File: config.mk
export PLATFORM = sky130hd
export DESIGN_NAME = afe_regs
export DESIGN_NICKNAME = d
export VERILOG_FILES = /design/src/core/afe_pkg.sv /design/src/core/afe_deglitch.sv /design/src/core/afe_regs.sv
export VERILOG_INCLUDE_DIRS = /design/src /design/src/core
export SDC_FILE = /design/constraint.sdc
export NUM_CORES = 1
export LEC_CHECK = 0
export BUFFER_PORTS_ARGS = -buffer_cell sky130_fd_sc_hd__buf_2
export CELL_PAD_IN_SITES_DETAIL_PLACEMENT = 2
export CELL_PAD_IN_SITES_GLOBAL_PLACEMENT = 2
export CORE_ASPECT_RATIO = 2
export CORE_MARGIN = 2
export CORE_UTILIZATION = 34
export DETAILED_ROUTE_END_ITERATION = 10
export PLACE_DENSITY = 0.89
export SLEW_MARGIN = 15
export SYNTH_ARGS = -nofsm -noshare
export SYNTH_HDL_FRONTEND = slang
export SYNTH_HIERARCHICAL = 1
export SYNTH_SLANG_ARGS = --single-unit
File: constraint.sdc
create_clock -name clk_i -period 2.2 [get_ports clk_i]
set_input_delay 0.55 -clock clk_i [delete_from_list [all_inputs] [get_ports clk_i]]
set_output_delay 0.55 -clock clk_i [all_outputs]
set_load 0.02 [all_outputs]
File: src/core/afe_cfg.svh
// offsets, field positions, reset values and timing counts of the status, mask and control bank
`ifndef AFE_CFG_SVH
`define AFE_CFG_SVH

`define AFE_ADDR_W 8
`define AFE_DATA_W 8

`define AFE_OFS_FLAGS 8'h01
`define AFE_OFS_REG_STATUS 8'h02
`define AFE_OFS_MASK 8'h03
`define AFE_OFS_LOOP_RX_AND_REGULATOR_CONFIG 8'h04
`define AFE_OFS_LOOP_RX_HYSTERESIS_CONFIG 8'h05
`define AFE_OFS_AMPLIFIER_ENABLES 8'h06
`define AFE_OFS_LED_AND_TX_ENABLES 8'h07
`define AFE_OFS_CONTROL 8'h08

`define AFE_RST_FLAGS 8'h00
`define AFE_RST_MASK 8'h00
`define AFE_RST_LOOP_RX_AND_REGULATOR_CONFIG 8'h20
`define AFE_RST_LOOP_RX_HYSTERESIS_CONFIG 8'h00
`define AFE_RST_AMPLIFIER_ENABLES 8'h00
`define AFE_RST_LED_AND_TX_ENABLES 8'h00
`define AFE_RST_CONTROL 8'h00

`define AFE_BIT_SUPPLY_LOW 6
`define AFE_BIT_REG_ERR 5
`define AFE_BIT_THERM_SD 4
`define AFE_BIT_THERM_WARN 3
`define AFE_BIT_LOOP_RX 0
`define AFE_BIT_POWER_GOOD 1
`define AFE_BIT_STATUS_ON_RX 0
`define AFE_BIT_DEG_HI 7
`define AFE_BIT_DEG_LO 6
`define AFE_BIT_PULLDOWN 5
`define AFE_BIT_VSEL_HI 4
`define AFE_BIT_VSEL_LO 3
`define AFE_BIT_HYST 5
`define AFE_BIT_RX_ON 5
`define AFE_BIT_PAMP_ON 3
`define AFE_BIT_PGAIN_ON 2
`define AFE_BIT_LEDREG_ON 0
`define AFE_BIT_LED_CHOICE 7
`define AFE_BIT_LED_GATE 2
`define AFE_BIT_TX_ON 1
`define AFE_BIT_REG_OFF 5
`define AFE_BIT_BROWNOUT_OFF 4
`define AFE_BIT_REGFAULT_BYP 3
`define AFE_BIT_THERM_ALLOW 2
`define AFE_BIT_SOFT_CLEAR 1

`define AFE_MUX_STATUS_CODE 3'h2

`define AFE_CLK_MHZ 40
`define AFE_DEG1_US 125
`define AFE_DEG2_US 1000
`define AFE_DEG3_US 20000
`define AFE_DEG1_CYC (`AFE_DEG1_US * `AFE_CLK_MHZ)
`define AFE_DEG2_CYC (`AFE_DEG2_US * `AFE_CLK_MHZ)
`define AFE_DEG3_CYC (`AFE_DEG3_US * `AFE_CLK_MHZ)
`define AFE_STRAP_WAIT 2'h3

`endif

File: src/core/afe_pkg.sv
// types shared by the status, mask and control bank
package afe_pkg;

	typedef enum logic [1:0] {
		AFE_DEG_NONE = 2'h0,
		AFE_DEG_125US = 2'h1,
		AFE_DEG_1MS = 2'h2,
		AFE_DEG_20MS = 2'h3
	} afe_deg_sel_t;

	typedef struct packed {
		logic supply_low;
		logic reg_err;
		logic therm_sd;
		logic therm_warn;
		logic loop_rx;
	} afe_flags_t;

	typedef struct packed {
		logic wr;
		logic rd;
		logic [7:0] addr;
		logic [7:0] wdata;
	} afe_req_t;

endpackage

File: src/core/afe_deglitch.sv
// selectable deglitch filter for the loop receive input
`timescale 1ns/100ps
module afe_deglitch
	import afe_pkg::*;
#(
	parameter int CNT_W = 20,
	parameter int CYC1 = 5000,
	parameter int CYC2 = 40000,
	parameter int CYC3 = 800000
)
(
	input wire logic clk_i,
	input wire logic reset_i,
	input wire logic sig_i,
	input wire afe_deg_sel_t sel_i,
	output logic sig_o
);

	logic [CNT_W-1:0] count;
	logic [CNT_W-1:0] limit;
	wire differs = sig_i != sig_o;
	wire expired = count >= limit - CNT_W'(1);

	always_comb
	begin
		unique case (sel_i)
			AFE_DEG_NONE: limit = CNT_W'(1);
			AFE_DEG_125US: limit = CNT_W'(CYC1);
			AFE_DEG_1MS: limit = CNT_W'(CYC2);
			AFE_DEG_20MS: limit = CNT_W'(CYC3);
		endcase
	end

	// a new level must hold for the whole window; any bounce restarts it
	always_ff @(posedge clk_i)
	begin
		if (reset_i)
		begin
			count <= '0;
			sig_o <= 1'b0;
		end
		else if (!differs)
			count <= '0;
		else if (sel_i == AFE_DEG_NONE || expired)
		begin
			count <= '0;
			sig_o <= sig_i;
		end
		else
			count <= count + CNT_W'(1);
	end

endmodule

File: src/core/afe_regs.sv
// status, interrupt mask, enable and fault policy register bank of the detector front end
//
// Overview of operation
// - power good reads one only when regulator good and on
// - mask bits six, five suppress their interrupt
// - mask bits four, three suppress; masks reset zero
// - status bit drives host rx pin on unmasked flag
// - voltage field defaults from pin, then writable
// - config register resets to 20h, pulldown set
// - enable bit five switches loop receiver
// - enable bits three, two, zero switch amplifiers, regulator
// - led pin gated by bit two; bit seven chooses
// - second enable bit one switches loop transmitter
// - control bit five turns regulator off
// - control bit four disables brown-out monitor
// - bit three zero lets regulator error fault
// - control bit two lets over-temperature fault, flag
// - soft clear restores defaults, keeps voltage, flags
// - status flags sticky, cleared by reading
// - multipurpose pin code two shows unmasked errors
`include "afe_cfg.svh"
`timescale 1ns/100ps
module afe_regs
	import afe_pkg::*;
#(
	parameter int DEG1_CYC = `AFE_DEG1_CYC,
	parameter int DEG2_CYC = `AFE_DEG2_CYC,
	parameter int DEG3_CYC = `AFE_DEG3_CYC,
	parameter int DEG_CNT_W = 20
)
(
	input wire logic clk_i,
	input wire logic reset_i,
	// register access from the serial interface
	input wire logic reg_wr_i,
	input wire logic reg_rd_i,
	input wire logic [7:0] reg_addr_i,
	input wire logic [7:0] reg_wdata_i,
	output logic [7:0] reg_rdata_o,
	// pins and analog comparators
	input wire logic regulator_voltage_pin_i,
	input wire logic regulator_above_thr_i,
	input wire logic loop_rx_i,
	input wire logic led_a_enable_input_i,
	input wire logic led_b_enable_input_i,
	// events from on-chip monitors, same clock
	input wire logic supply_low_evt_i,
	input wire logic reg_err_evt_i,
	input wire logic over_temp_evt_i,
	input wire logic therm_warn_evt_i,
	input wire logic [2:0] mux_pin_mode_i,
	output logic host_rx_status_o,
	output logic host_rx_status_en_o,
	output logic mux_pin_o,
	output logic mux_pin_oe_n_o,
	output logic loop_rx_deglitched_o,
	output logic loop_rx_pulldown_sel_o,
	output logic [1:0] regulator_voltage_sel_o,
	output logic loop_rx_hysteresis_sel_o,
	output logic loop_receiver_on_o,
	output logic photo_input_amp_on_o,
	output logic photo_gain_amp_on_o,
	output logic led_regulator_on_o,
	output logic led_block_on_o,
	output logic loop_transmitter_on_o,
	output logic regulator_off_o,
	output logic brownout_monitor_off_o,
	output logic fault_mode_o
);

	////////////////////////////////////////////////////////////////////////////////
	// storage
	logic [7:0] interrupt_mask;
	logic [7:0] loop_rx_and_regulator_config;
	logic [7:0] loop_rx_hysteresis_config;
	logic [7:0] amplifier_enables;
	logic [7:0] led_and_tx_enables;
	logic [7:0] fault_policy_control;
	afe_flags_t flags;
	logic [1:0] regulator_voltage_sel;
	logic [1:0] strap_wait;
	logic [4:0] sync_a;
	logic [4:0] sync_b;
	logic rx_deglitched;

	////////////////////////////////////////////////////////////////////////////////
	// decode
	// both strobes in one cycle: the read returns the value before the write
	afe_req_t req;
	assign req = '{wr: reg_wr_i, rd: reg_rd_i, addr: reg_addr_i, wdata: reg_wdata_i};

	wire wr_mask = req.wr && req.addr == `AFE_OFS_MASK;
	wire wr_cfg1 = req.wr && req.addr == `AFE_OFS_LOOP_RX_AND_REGULATOR_CONFIG;
	wire wr_cfg2 = req.wr && req.addr == `AFE_OFS_LOOP_RX_HYSTERESIS_CONFIG;
	wire wr_en1 = req.wr && req.addr == `AFE_OFS_AMPLIFIER_ENABLES;
	wire wr_en2 = req.wr && req.addr == `AFE_OFS_LED_AND_TX_ENABLES;
	wire wr_ctrl = req.wr && req.addr == `AFE_OFS_CONTROL;
	wire rd_flags = req.rd && req.addr == `AFE_OFS_FLAGS;
	wire soft_clear = wr_ctrl && req.wdata[`AFE_BIT_SOFT_CLEAR];

	// synchronised pins: 0 voltage strap, 1 good comparator, 2 loop rx, 3 led a, 4 led b
	wire strap_pin = sync_b[0];
	wire reg_above_thr = sync_b[1];
	wire loop_rx_sync = sync_b[2];
	wire led_a_sync = sync_b[3];
	wire led_b_sync = sync_b[4];

	wire regulator_off = fault_policy_control[`AFE_BIT_REG_OFF];
	wire brownout_off = fault_policy_control[`AFE_BIT_BROWNOUT_OFF];
	wire regfault_bypass = fault_policy_control[`AFE_BIT_REGFAULT_BYP];
	wire therm_allow = fault_policy_control[`AFE_BIT_THERM_ALLOW];
	wire rx_on = amplifier_enables[`AFE_BIT_RX_ON];

	wire regulator_power_good = reg_above_thr && !regulator_off;

	////////////////////////////////////////////////////////////////////////////////
	// writable bits per register; reserved bits always read back zero
	localparam logic [7:0] WR_BITS_MASK = 8'((1 << `AFE_BIT_SUPPLY_LOW) | (1 << `AFE_BIT_REG_ERR)
		| (1 << `AFE_BIT_THERM_SD) | (1 << `AFE_BIT_THERM_WARN) | (1 << `AFE_BIT_STATUS_ON_RX));
	localparam logic [7:0] WR_BITS_CFG1 = 8'((3 << `AFE_BIT_DEG_LO) | (1 << `AFE_BIT_PULLDOWN));
	localparam logic [7:0] WR_BITS_CFG2 = 8'(1 << `AFE_BIT_HYST);
	localparam logic [7:0] WR_BITS_EN1 = 8'((1 << `AFE_BIT_RX_ON) | (1 << `AFE_BIT_PAMP_ON)
		| (1 << `AFE_BIT_PGAIN_ON) | (1 << `AFE_BIT_LEDREG_ON));
	localparam logic [7:0] WR_BITS_EN2 = 8'((1 << `AFE_BIT_LED_CHOICE) | (1 << `AFE_BIT_LED_GATE) | (1 << `AFE_BIT_TX_ON));
	// soft clear is a strobe, never stored, so it always reads zero
	localparam logic [7:0] WR_BITS_CTRL = 8'((1 << `AFE_BIT_REG_OFF) | (1 << `AFE_BIT_BROWNOUT_OFF)
		| (1 << `AFE_BIT_REGFAULT_BYP) | (1 << `AFE_BIT_THERM_ALLOW));

	////////////////////////////////////////////////////////////////////////////////
	// sticky flags
	afe_flags_t flag_set;
	afe_flags_t next_flags;
	assign flag_set = '{
		supply_low: supply_low_evt_i && !brownout_off,
		reg_err: reg_err_evt_i,
		therm_sd: over_temp_evt_i && therm_allow,
		therm_warn: therm_warn_evt_i,
		loop_rx: rx_deglitched && rx_on
	};
	// a read clears, but an event in the same cycle survives it
	assign next_flags = rd_flags ? flag_set : (flags | flag_set);

	wire [7:0] flags_word = {1'b0, flags.supply_low, flags.reg_err, flags.therm_sd, flags.therm_warn,
		2'b00, flags.loop_rx};
	wire [3:0] unmasked = flags_word[`AFE_BIT_SUPPLY_LOW:`AFE_BIT_THERM_WARN]
		& ~interrupt_mask[`AFE_BIT_SUPPLY_LOW:`AFE_BIT_THERM_WARN];
	// loop rx flag has no mask and never raises the status pins
	wire any_unmasked = |unmasked;
	wire fault_cause = (flags.reg_err && !regfault_bypass) || (flags.therm_sd && therm_allow);

	wire led_chosen = led_and_tx_enables[`AFE_BIT_LED_CHOICE] ? led_b_sync : led_a_sync;
	wire led_on = led_and_tx_enables[`AFE_BIT_LED_GATE] && led_chosen;
	wire mux_status_mode = mux_pin_mode_i == `AFE_MUX_STATUS_CODE;

	// next values of the registered pin outputs
	wire next_host_rx_status_en = interrupt_mask[`AFE_BIT_STATUS_ON_RX];
	wire next_host_rx_status = next_host_rx_status_en && any_unmasked;
	wire next_mux_pin_oe_n = !mux_status_mode;
	wire next_mux_pin = mux_status_mode && any_unmasked;
	wire next_loop_rx_deglitched = rx_deglitched && rx_on;

	////////////////////////////////////////////////////////////////////////////////
	// read data
	logic [7:0] rd_word;
	always_comb
	begin
		unique case (req.addr)
			`AFE_OFS_FLAGS: rd_word = flags_word;
			`AFE_OFS_REG_STATUS: rd_word = {6'h00, regulator_power_good, 1'b0};
			`AFE_OFS_MASK: rd_word = interrupt_mask;
			`AFE_OFS_LOOP_RX_AND_REGULATOR_CONFIG: rd_word = {loop_rx_and_regulator_config[7:5], regulator_voltage_sel, 3'h0};
			`AFE_OFS_LOOP_RX_HYSTERESIS_CONFIG: rd_word = loop_rx_hysteresis_config;
			`AFE_OFS_AMPLIFIER_ENABLES: rd_word = amplifier_enables;
			`AFE_OFS_LED_AND_TX_ENABLES: rd_word = led_and_tx_enables;
			`AFE_OFS_CONTROL: rd_word = fault_policy_control;
			default: rd_word = 8'h00;
		endcase
	end

	////////////////////////////////////////////////////////////////////////////////
	// pin synchronisers
	always_ff @(posedge clk_i)
	begin
		sync_a <= {led_b_enable_input_i, led_a_enable_input_i, loop_rx_i, regulator_above_thr_i,
			regulator_voltage_pin_i};
		sync_b <= sync_a;
	end

	afe_deglitch #(
		.CNT_W(DEG_CNT_W),
		.CYC1(DEG1_CYC),
		.CYC2(DEG2_CYC),
		.CYC3(DEG3_CYC)
	) u_rx_deglitch (
		.clk_i(clk_i),
		.reset_i(reset_i),
		.sig_i(loop_rx_sync),
		.sel_i(afe_deg_sel_t'(loop_rx_and_regulator_config[`AFE_BIT_DEG_HI:`AFE_BIT_DEG_LO])),
		.sig_o(rx_deglitched)
	);

	////////////////////////////////////////////////////////////////////////////////
	// registers: soft clear restores all but voltage field and flags
	always_ff @(posedge clk_i)
	begin
		if (reset_i || soft_clear)
		begin
			interrupt_mask <= `AFE_RST_MASK;
			loop_rx_and_regulator_config <= `AFE_RST_LOOP_RX_AND_REGULATOR_CONFIG;
			loop_rx_hysteresis_config <= `AFE_RST_LOOP_RX_HYSTERESIS_CONFIG;
			amplifier_enables <= `AFE_RST_AMPLIFIER_ENABLES;
			led_and_tx_enables <= `AFE_RST_LED_AND_TX_ENABLES;
			fault_policy_control <= `AFE_RST_CONTROL;
		end
		else
		begin
			if (wr_mask)
				interrupt_mask <= req.wdata & WR_BITS_MASK;
			if (wr_cfg1)
				loop_rx_and_regulator_config <= req.wdata & WR_BITS_CFG1;
			if (wr_cfg2)
				loop_rx_hysteresis_config <= req.wdata & WR_BITS_CFG2;
			if (wr_en1)
				amplifier_enables <= req.wdata & WR_BITS_EN1;
			if (wr_en2)
				led_and_tx_enables <= req.wdata & WR_BITS_EN2;
			if (wr_ctrl)
				fault_policy_control <= req.wdata & WR_BITS_CTRL;
		end
	end

	// voltage strap is caught after reset, once the synchroniser holds the pin
	// a config write in those first cycles loses its voltage bits to the strap
	always_ff @(posedge clk_i)
	begin
		if (reset_i)
		begin
			strap_wait <= `AFE_STRAP_WAIT;
			regulator_voltage_sel <= 2'h0;
		end
		else if (strap_wait != 2'h0)
		begin
			strap_wait <= strap_wait - 2'h1;
			if (strap_wait == 2'h1)
				regulator_voltage_sel <= {1'b0, strap_pin};
		end
		else if (wr_cfg1)
			regulator_voltage_sel <= req.wdata[`AFE_BIT_VSEL_HI:`AFE_BIT_VSEL_LO];
	end

	always_ff @(posedge clk_i)
	begin
		if (reset_i)
			flags <= '0;
		else
			flags <= next_flags;
	end

	////////////////////////////////////////////////////////////////////////////////
	// registered outputs
	always_ff @(posedge clk_i)
	begin
		if (reset_i)
		begin
			reg_rdata_o <= 8'h00;
			host_rx_status_o <= 1'b0;
			host_rx_status_en_o <= 1'b0;
			mux_pin_o <= 1'b0;
			mux_pin_oe_n_o <= 1'b1;
			led_block_on_o <= 1'b0;
			fault_mode_o <= 1'b0;
			loop_rx_deglitched_o <= 1'b0;
		end
		else
		begin
			if (req.rd)
				reg_rdata_o <= rd_word;
			host_rx_status_en_o <= next_host_rx_status_en;
			host_rx_status_o <= next_host_rx_status;
			mux_pin_oe_n_o <= next_mux_pin_oe_n;
			mux_pin_o <= next_mux_pin;
			led_block_on_o <= led_on;
			fault_mode_o <= fault_cause;
			loop_rx_deglitched_o <= next_loop_rx_deglitched;
		end
	end

	// plain register fields straight to the analog blocks
	assign loop_rx_pulldown_sel_o = loop_rx_and_regulator_config[`AFE_BIT_PULLDOWN];
	assign regulator_voltage_sel_o = regulator_voltage_sel;
	assign loop_rx_hysteresis_sel_o = loop_rx_hysteresis_config[`AFE_BIT_HYST];
	assign loop_receiver_on_o = amplifier_enables[`AFE_BIT_RX_ON];
	assign photo_input_amp_on_o = amplifier_enables[`AFE_BIT_PAMP_ON];
	assign photo_gain_amp_on_o = amplifier_enables[`AFE_BIT_PGAIN_ON];
	assign led_regulator_on_o = amplifier_enables[`AFE_BIT_LEDREG_ON];
	assign loop_transmitter_on_o = led_and_tx_enables[`AFE_BIT_TX_ON];
	assign regulator_off_o = regulator_off;
	assign brownout_monitor_off_o = brownout_off;

endmodule

* Word level (Yosys, flattened, before mapping)
Index checks and enable logic that the tools add are counted.
Word-level totals: bits in registers 75, bits of input ports 32, logic and storage cells 86
Operators by class: multiplexer cells 7, order comparisons 1, $add $sub $neg 3, eq/ne operators 15, reductions and logical operators 31, bitwise operators 4
Operators by type and width (number):
- $pmux W20 S4 | 1
- $pmux W8 S8 | 1
- $eq A8 B3 Y1 const B | 4
- $add A20 B1 Y20 const B | 1
- $ge A20 B20 Y1 | 1
- $sub A20 B1 Y20 const B | 1
- $logic_and A1 B1 Y1 | 17
- $eq A8 B2 Y1 const B | 2
- $eq A8 B1 Y1 const B | 1
- $eq A8 B4 Y1 const B | 1
- $mux W2 | 3
- $mux W5 | 1
- $or A5 B5 Y5 | 1
- $and A4 B4 Y4 | 1
- $eq A2 B1 Y1 const B | 2
- $eq A2 B2 Y1 const B | 2
- $logic_not A1 Y1 | 4
- $not A4 Y4 | 1
- $reduce_and A2 Y1 | 2
- $reduce_bool A2 Y1 | 2
- $reduce_or A4 Y1 | 1
- $eq A3 B2 Y1 const B | 1
- $logic_or A1 B1 Y1 | 3
- $reduce_or A3 Y1 | 1
- other kinds (6) | 6

* Depth between registers and ports, before layout
Gate-level depths: netlist (run 1).
depth after elaboration 6, depth in mapped cells 10

* Cells and area by module
Netlist (run 1), hierarchy kept.
By module, submodules not included:
- afe_regs | area an instance 2250.9 um^2, sequential area each 1081.0 um^2, instances 1, cells each 233
- afe_deglitch | area an instance 1358.8 um^2, sequential area each 420.4 um^2, instances 1, cells each 160

* Least setup slack after synthesis (run 1)
No wires, ideal clock.
path kind reg-to-reg, start point register loop_rx_and_regulator_config[6], end point register u_rx_deglitch.count[4], stages on the path, launching flop included 11, arrival time 1.817 ns, buffers on the path 2, slack 0.268 ns, required time 2.085 ns, path through dfxtp_1 > buf_2 > inv_1 > nand2_1 > ha_1 > nand4_1 > nor4_1 > nand3_1 > o211ai_2 > buf_6 > nor2_1
On the way: longest elaborated chain between the ends 6, elaborated cells between the ends (all ways) 9
Ends and longest elaborated chain:
- start: declaration | RTL line afe_regs.sv:74 | logic [7:0] loop_rx_and_regulator_config;
- start signal: assignment | RTL line afe_regs.sv:209 | loop_rx_and_regulator_config <= `AFE_RST_LOOP_RX_AND_REGULATOR_CONFIG;
- start signal: assignment | RTL line afe_regs.sv:220 | loop_rx_and_regulator_config <= req.wdata & WR_BITS_CFG1;
- $eq A2 B2 Y1, or another cell as far along | RTL line afe_deglitch.sv:26 | unique case (sel_i)
- $pmux W20 S4 | RTL line afe_deglitch.sv:26
- $sub A20 B1 Y20 | RTL line afe_deglitch.sv:22 | wire expired = count >= limit - CNT_W'(1);
- $ge A20 B20 Y1 | RTL line afe_deglitch.sv:22
- $logic_or A1 B1 Y1 * | RTL line afe_deglitch.sv:44 | else if (sel_i == AFE_DEG_NONE || expired)
- $reduce_or A3 Y1 (no line) *
- end signal: assignment | RTL line afe_deglitch.sv:50 | count <= count + CNT_W'(1);
- end: declaration | RTL line afe_deglitch.sv:19 | logic [CNT_W-1:0] count;
Every way passes the cells marked *; elsewhere a longest branch is shown, timed or not. The select of a mux whose other input is x is not followed. A chain may end at the register's enable or synchronous reset.

* Worst setup path after layout (run 1)
start point register loop_rx_and_regulator_config[6], end point register u_rx_deglitch.count[17]
The elaborated chain is that of the path after synthesis.

==> results of run 1 <==
-- per-layer routing --
layer / track usage, % / vias up / wire length (µm)
met5: 0 / - / 0
met4: 14.55 / 0 / 533
met3: 3.378 / 35 / 291
met2: 44.30 / 64 / 7309
met1: 19.80 / 1626 / 4233
li1: - / 1522 / -
-- Yosys cell counts, types with 3 or more instances --
cell / instances
nand2b_1: 10
mux2i_1: 22
nor2b_1: 5
nor2_1: 51
nand4_1: 14
and3_1: 10
mux2_2: 3
clkbuf_1: 10
xnor2_1: 6
nand3_1: 12
buf_2: 5
nor3b_1: 4
ha_1: 21
inv_1: 17
nand2_1: 23
a31oi_1: 4
dfxtp_1: 75
nand3b_1: 10
a21oi_1: 20
a211oi_1: 5
o21ai_0: 5
nor3_1: 3
xor2_1: 14
-- critical path, stage by stage, from the launching register on --
cell and delay [ns]:
dfxtp_2 0.34, inv_1 0.08, nand2_1 0.09, ha_1 0.32, nand4_1 0.23, nor4_2 0.25, nand3_1 0.19, o211ai_2 0.24
buf_12 0.19, nor2_1 0.07
-- through the flow --
stage	hold WS, ns	instances
after floorplan	0.3096	393
after global placement	0.3115	587
after global routing	0.3098	603
after detailed placement	0.3150	587
final	0.3106	603
after CTS	0.3037	602
-- flip-flops by register name (all words and copies together), names as in the netlist, 2 cells and up --
register                      count
amplifier_enables                 4
fault_policy_control              4
interrupt_mask                    5
sync_a                            5
led_and_tx_enables                3
regulator_voltage_sel_o           2
flags                             5
strap_wait                        2
u_rx_deglitch/count              20
reg_rdata_o                       8
loop_rx_and_regulator_config      3
sync_b                            5
-- cell families (layout without fill, tap and decap cells) --
| group | count (synthesis) | count (layout) | synth area share, % |
|---|---|---|---|
| other | 1 | 1 | 0.1039 |
| muxes | 25 | 25 | 7.036 |
| AOI/OAI and AO/OA | 52 | 52 | 9.429 |
| xor gates and xnor gates | 20 | 20 | 4.853 |
| DFF | 75 | 75 | 41.59 |
| buffers and inverters | 37 | 110 | 4.437 |
| adders and majority gates | 21 | 21 | 7.279 |
| and+or+nand+nor | 162 | 162 | 25.27 |
-- layout make-up --
class                   count  area, µm²  area share, %
clock buffers              11      252.7          5.636
multi-input cells         281       1993          44.45
well taps                 137      171.4          3.823
repair buffers             77      447.9          9.989
clock inverters             4      48.80          1.088
inverters                  18      67.56          1.507
flip-flops and latches     75       1503          33.51
-- report_power, final --
group	switching (µW)	leakage (µW)	internal [µW]	total [µW]
clock network	569	0.000152	933	1500
logic	132	0.00120	92.0	224
registers	17.8	0.000611	1390	1410
total	719	0.00197	2410	3130
-- worst paths after layout --
| kind | start | to | slack, ns | cells after the start |
|---|---|---|---|---|
| worst max register to register | loop_rx_and_regulator_config[6] | u_rx_deglitch/count[17] | 0.08 | 9 |
| worst min register to register | sync_a[4] | sync_b[4] | 0.33 | 0 |
| worst min-delay path | led_b_enable_input_i | sync_a[4] | 0.31 | 1 |
| worst max-delay path | loop_rx_and_regulator_config[6] | u_rx_deglitch/count[17] | 0.08 | 9 |
-- timing repair --
| action | in CTS | in global routing |
|---|---|---|
| buffers inserted | 0 | 1 |
| hold buffers | 0 | 0 |
| setup endpoints to repair | 2 | 21 |
| pin swaps | 0 | 3 |
| gates resized for setup | 1 | 8 |
==> impl_metrics.env, run 1 <==
export IMPL_outcome="finished clean"
export IMPL_avgRoutedWirePerCell_um=20.51
export IMPL_root_buffer="clkbuf_16"
export IMPL_layout_common_cells="dfxtp_1 (74), buf_2 (57), nor2_1 (49)"
export IMPL_finalPower_uw=3132
export IMPL_critPathLaunchType="register"
export IMPL_design_area_mm2=0.004484
export IMPL_die_height_um=149.7
export IMPL_yosys_register_bits=75
export IMPL_io_pins=58
export IMPL_place_congestion=0.8815
export IMPL_fillers=1169
export IMPL_dr_first_iter_drc_count=115
export IMPL_placed_cell_area_mm2=0.004136
export IMPL_cp_end_kind="register"
export IMPL_grt_overflow_total=0
export IMPL_seq_area_frac_synth_pct=41.59
export IMPL_worstPathRequired_ns=2.43
export IMPL_vias=3247
export IMPL_io_buffers=57
export IMPL_syn_nets=446
export IMPL_layout_min_cycle_time_ns=2.123
export IMPL_hold_path_class="primary input to register"
export IMPL_setup_ws_ns=0.07719
export IMPL_critPathKind="register to register"
export IMPL_synth_largest_area_cell="dfxtp_1"
export IMPL_synth_area_mm2=0.003610
export IMPL_cts_path_max_buffers=2
export IMPL_htree_levels=3
export IMPL_grt_usage_pct=22.14
export IMPL_final_common_cell="dfxtp_1"
export IMPL_hpwl_um=9130
export IMPL_finalHoldViolCount=0
export IMPL_worst_pin_slew_ns=0.5190
export IMPL_drt_pass1_iterations=5
export IMPL_max_freq_mhz=471.1
export IMPL_avgSynthCellArea_um2=9.185
export IMPL_grt_pass1_wl_um=19490
export IMPL_antenna_found_initial=0
export IMPL_yosysTopAreaCellShare_pct=41.59
export IMPL_peakVddDrop_mv=0.5872
export IMPL_numCtsBuffers=9
export IMPL_die_w_um=76.86
export IMPL_final_antenna_net_count=0
export IMPL_slew_headroom_pct=65.40
export IMPL_p_leak_uw=0.001967
export IMPL_ys_async_sr_fraction_pct=0
export IMPL_ys_warnings_count=6
export IMPL_synth_cell_types=59
export IMPL_drc=0
export IMPL_grt_max_degree=21
export IMPL_synth_cells=393
export IMPL_clock_latency_ns=0.34
export IMPL_max_cap_viol_count=0
export IMPL_cts_tree="built"
export IMPL_wl_um=12370
export IMPL_nets=515
export IMPL_fin_crit_sh_pct=96.49
export IMPL_area_growth_pct=24.23
export IMPL_clock_sinks=75
export IMPL_initial_core_util_pct=34.67
export IMPL_core_area_mm2=0.01041
export IMPL_power_per_cell_area_mw_per_mm2=698.5
export IMPL_drive_gt1_share_pct=24.89
export IMPL_dpl_worst_slack_ns=0.02257
export IMPL_netlist_top_cells_area="dfxtp_1 (42%), ha_1 (7.3%), mux2i_1 (6.1%)"
export IMPL_setup_tns_ns=0
export IMPL_setup_violations=0
export IMPL_critPathMaxFanout=20
export IMPL_rows=53
export IMPL_antenna_cells=0
export IMPL_slew_violations=0
export IMPL_skew_ns=0.007385
export IMPL_fin_util_pct=43.07
export IMPL_grt_pass1_vias=3648
export IMPL_synth_edff_count=0
export IMPL_viasPerCell=5.385
export IMPL_dieArea_mm2=0.01151
export IMPL_arrival_ns=2.35
export IMPL_clk_pin_slew_ns=0.06
export IMPL_synthFlopType="dfxtp_1"
(Power assumes the default switching activity.)
==> run 2: changes to the inputs <==
Settings changed: CORE_ASPECT_RATIO 2 to 1.25, SLEW_MARGIN 15 to 20.
==> run 2 against run 1 <==
Net effect: flip-flop and latch count stayed put; hold slack worse by 0.00068 ns; sequential power hardly changed; setup slack better by 0.044 ns; clock power is 13% higher; clock-buffer cell count is 1 higher; die area is 0.39% lower; non-clock buffer count is 5 lower; largest cell class unchanged; clock skew is 0.0021 ns higher.
==> impl_metrics.env, run 2 (same netlist as run 1, synthesis figures left out) <==
export IMPL_cp_cell_sequence="nand2_1 > ha_1 > nand4_1 > nor4_4 > nand3_1 > o211ai_2 > buf_12 > nor2_1"
export IMPL_viasPerCell=5.439
export IMPL_cts_setup_buffers=0
export IMPL_wl_um=11900
export IMPL_setup_ws_ns=0.1209
export IMPL_layout_min_cycle_time_ns=2.079
export IMPL_power_per_cell_area_mw_per_mm2=745.2
export IMPL_final_common_cell="dfxtp_1"
export IMPL_critPathKind="register to register"
export IMPL_fin_cells=594
export IMPL_placed_cell_area_mm2=0.004100
export IMPL_root_buffer="clkbuf_16"
export IMPL_largest_reg_flops=20
export IMPL_drt_pass1_iterations=4
export IMPL_peakVddDrop_mv=0.4335
export IMPL_grt_max_degree=21
export IMPL_grt_pass1_vias=3609
export IMPL_slew_headroom_pct=63.07
export IMPL_worst_pin_slew_ns=0.5527
export IMPL_max_freq_mhz=481.0
export IMPL_rows=42
export IMPL_arrival_ns=2.31
export IMPL_fillers=1161
export IMPL_grt_overflow_total=0
export IMPL_dieArea_mm2=0.01146
export IMPL_path_delay_family="simple AND/OR/NAND/NOR gates"
export IMPL_die_w_um=96.16
export IMPL_design_area_mm2=0.004464
export IMPL_antenna_found_initial=0
export IMPL_critPathMaxFanout=20
export IMPL_core_area_mm2=0.01046
export IMPL_cp_end_kind="register"
export IMPL_initial_core_util_pct=34.52
export IMPL_outcome="finished clean"
export IMPL_final_antenna_net_count=0
export IMPL_slew_violations=0
export IMPL_fin_crit_sh_pct=94.51
export IMPL_hpwl_um=8525
export IMPL_cts_hold_fix_buffers=0
export IMPL_critPathLaunchType="register"
export IMPL_nets=510
export IMPL_io_pins=58
export IMPL_cts_tree="built"
export IMPL_clock_sinks=75
export IMPL_dpl_worst_slack_ns=-0.1238
export IMPL_clock_latency_ns=0.34
export IMPL_worstPathRequired_ns=2.43
export IMPL_largestRegisters="u_rx_deglitch/count: 20 flops, reg_rdata_o: 8 flops"
export IMPL_die_height_um=119.2
export IMPL_regMostFlops="u_rx_deglitch/count"
export IMPL_p_leak_uw=0.001948
export IMPL_slowest_delay_ns=0.41
export IMPL_dr_first_iter_drc_count=86
export IMPL_max_cap_viol_count=0
export IMPL_area_growth_pct=23.67
export IMPL_finalHoldViolCount=0
export IMPL_cpMaxStageDelayCell="dfxtp_2"
export IMPL_placed_cells=578
export IMPL_setup_violations=0
export IMPL_io_buffers=57
export IMPL_numCtsBuffers=9
export IMPL_layout_common_cells="dfxtp_1 (73), buf_2 (57), nor2_1 (50)"
export IMPL_grt_pass1_wl_um=19320
export IMPL_drive_gt1_share_pct=22.94
export IMPL_place_congestion=0.8514
export IMPL_grt_usage_pct=22.28
export IMPL_vias=3231
export IMPL_cp_buffers_inverters=1
export IMPL_hold_path_class="primary input to register"
export IMPL_drc=0
export IMPL_htree_levels=3
export IMPL_avgRoutedWirePerCell_um=20.04
export IMPL_skew_ns=0.009488
export IMPL_clk_pin_slew_ns=0.06
export IMPL_cts_path_max_buffers=2
export IMPL_finalPower_uw=3327
export IMPL_antenna_cells=0
export IMPL_whs_ns=0.3100
run 2: stage by stage:
step	utilization, %	setup TNS [ns]
final	42.69	0
after global routing	42.69	-1.005
after CTS	42.50	0
after detailed placement	39.21	-2.214
after global placement	39.21	0
after floorplan	-	0
run 2: power by group:
group	switching [µW]	internal, µW	total, µW	leakage [µW]
sequential	19.6	1390	1410	0.000611
combinational	132	89.5	221	0.00118
clock	587	1110	1700	0.000161
run 2: timing repair:
action	in CTS	in global routing
gates resized for setup	3	4
pin swaps	0	2
endpoints found under the setup margin	21	21
run 2: area by class of cell:
| type | count | area [µm²] | share of cell area (%) |
|---|---|---|---|
| Clock inverter | 4 | 98.84 | 2.214 |
| Inverter | 18 | 67.56 | 1.513 |
| Timing Repair Buffer | 72 | 410.4 | 9.193 |
| Sequential cell | 75 | 1506 | 33.74 |
| Clock buffer | 12 | 236.5 | 5.297 |
| Multi-Input combinational cell | 281 | 1979 | 44.34 |
| Tap cell | 132 | 165.2 | 3.700 |
run 2: metal layers:
layer  GRT usage, %  vias up  wire length (µm)
met4          8.393        0               276
met2          41.41       80              6668
met1          23.82     1614              4552
met3          4.681       18               404
li1               -     1519                 -
met5              0        -                 0
run 2: path summary, 6_finish.rpt:
| kind | from | to | slack (ns) | depth (start not counted) |
|---|---|---|---|---|
| worst max-delay path | loop_rx_and_regulator_config[6] | u_rx_deglitch/count[10] | 0.12 | 8 |
| worst min-delay path | led_b_enable_input_i | sync_a[4] | 0.31 | 1 |
| worst max register to register | loop_rx_and_regulator_config[6] | u_rx_deglitch/count[10] | 0.12 | 8 |
| worst min register to register | sync_a[3] | sync_b[3] | 0.33 | 0 |
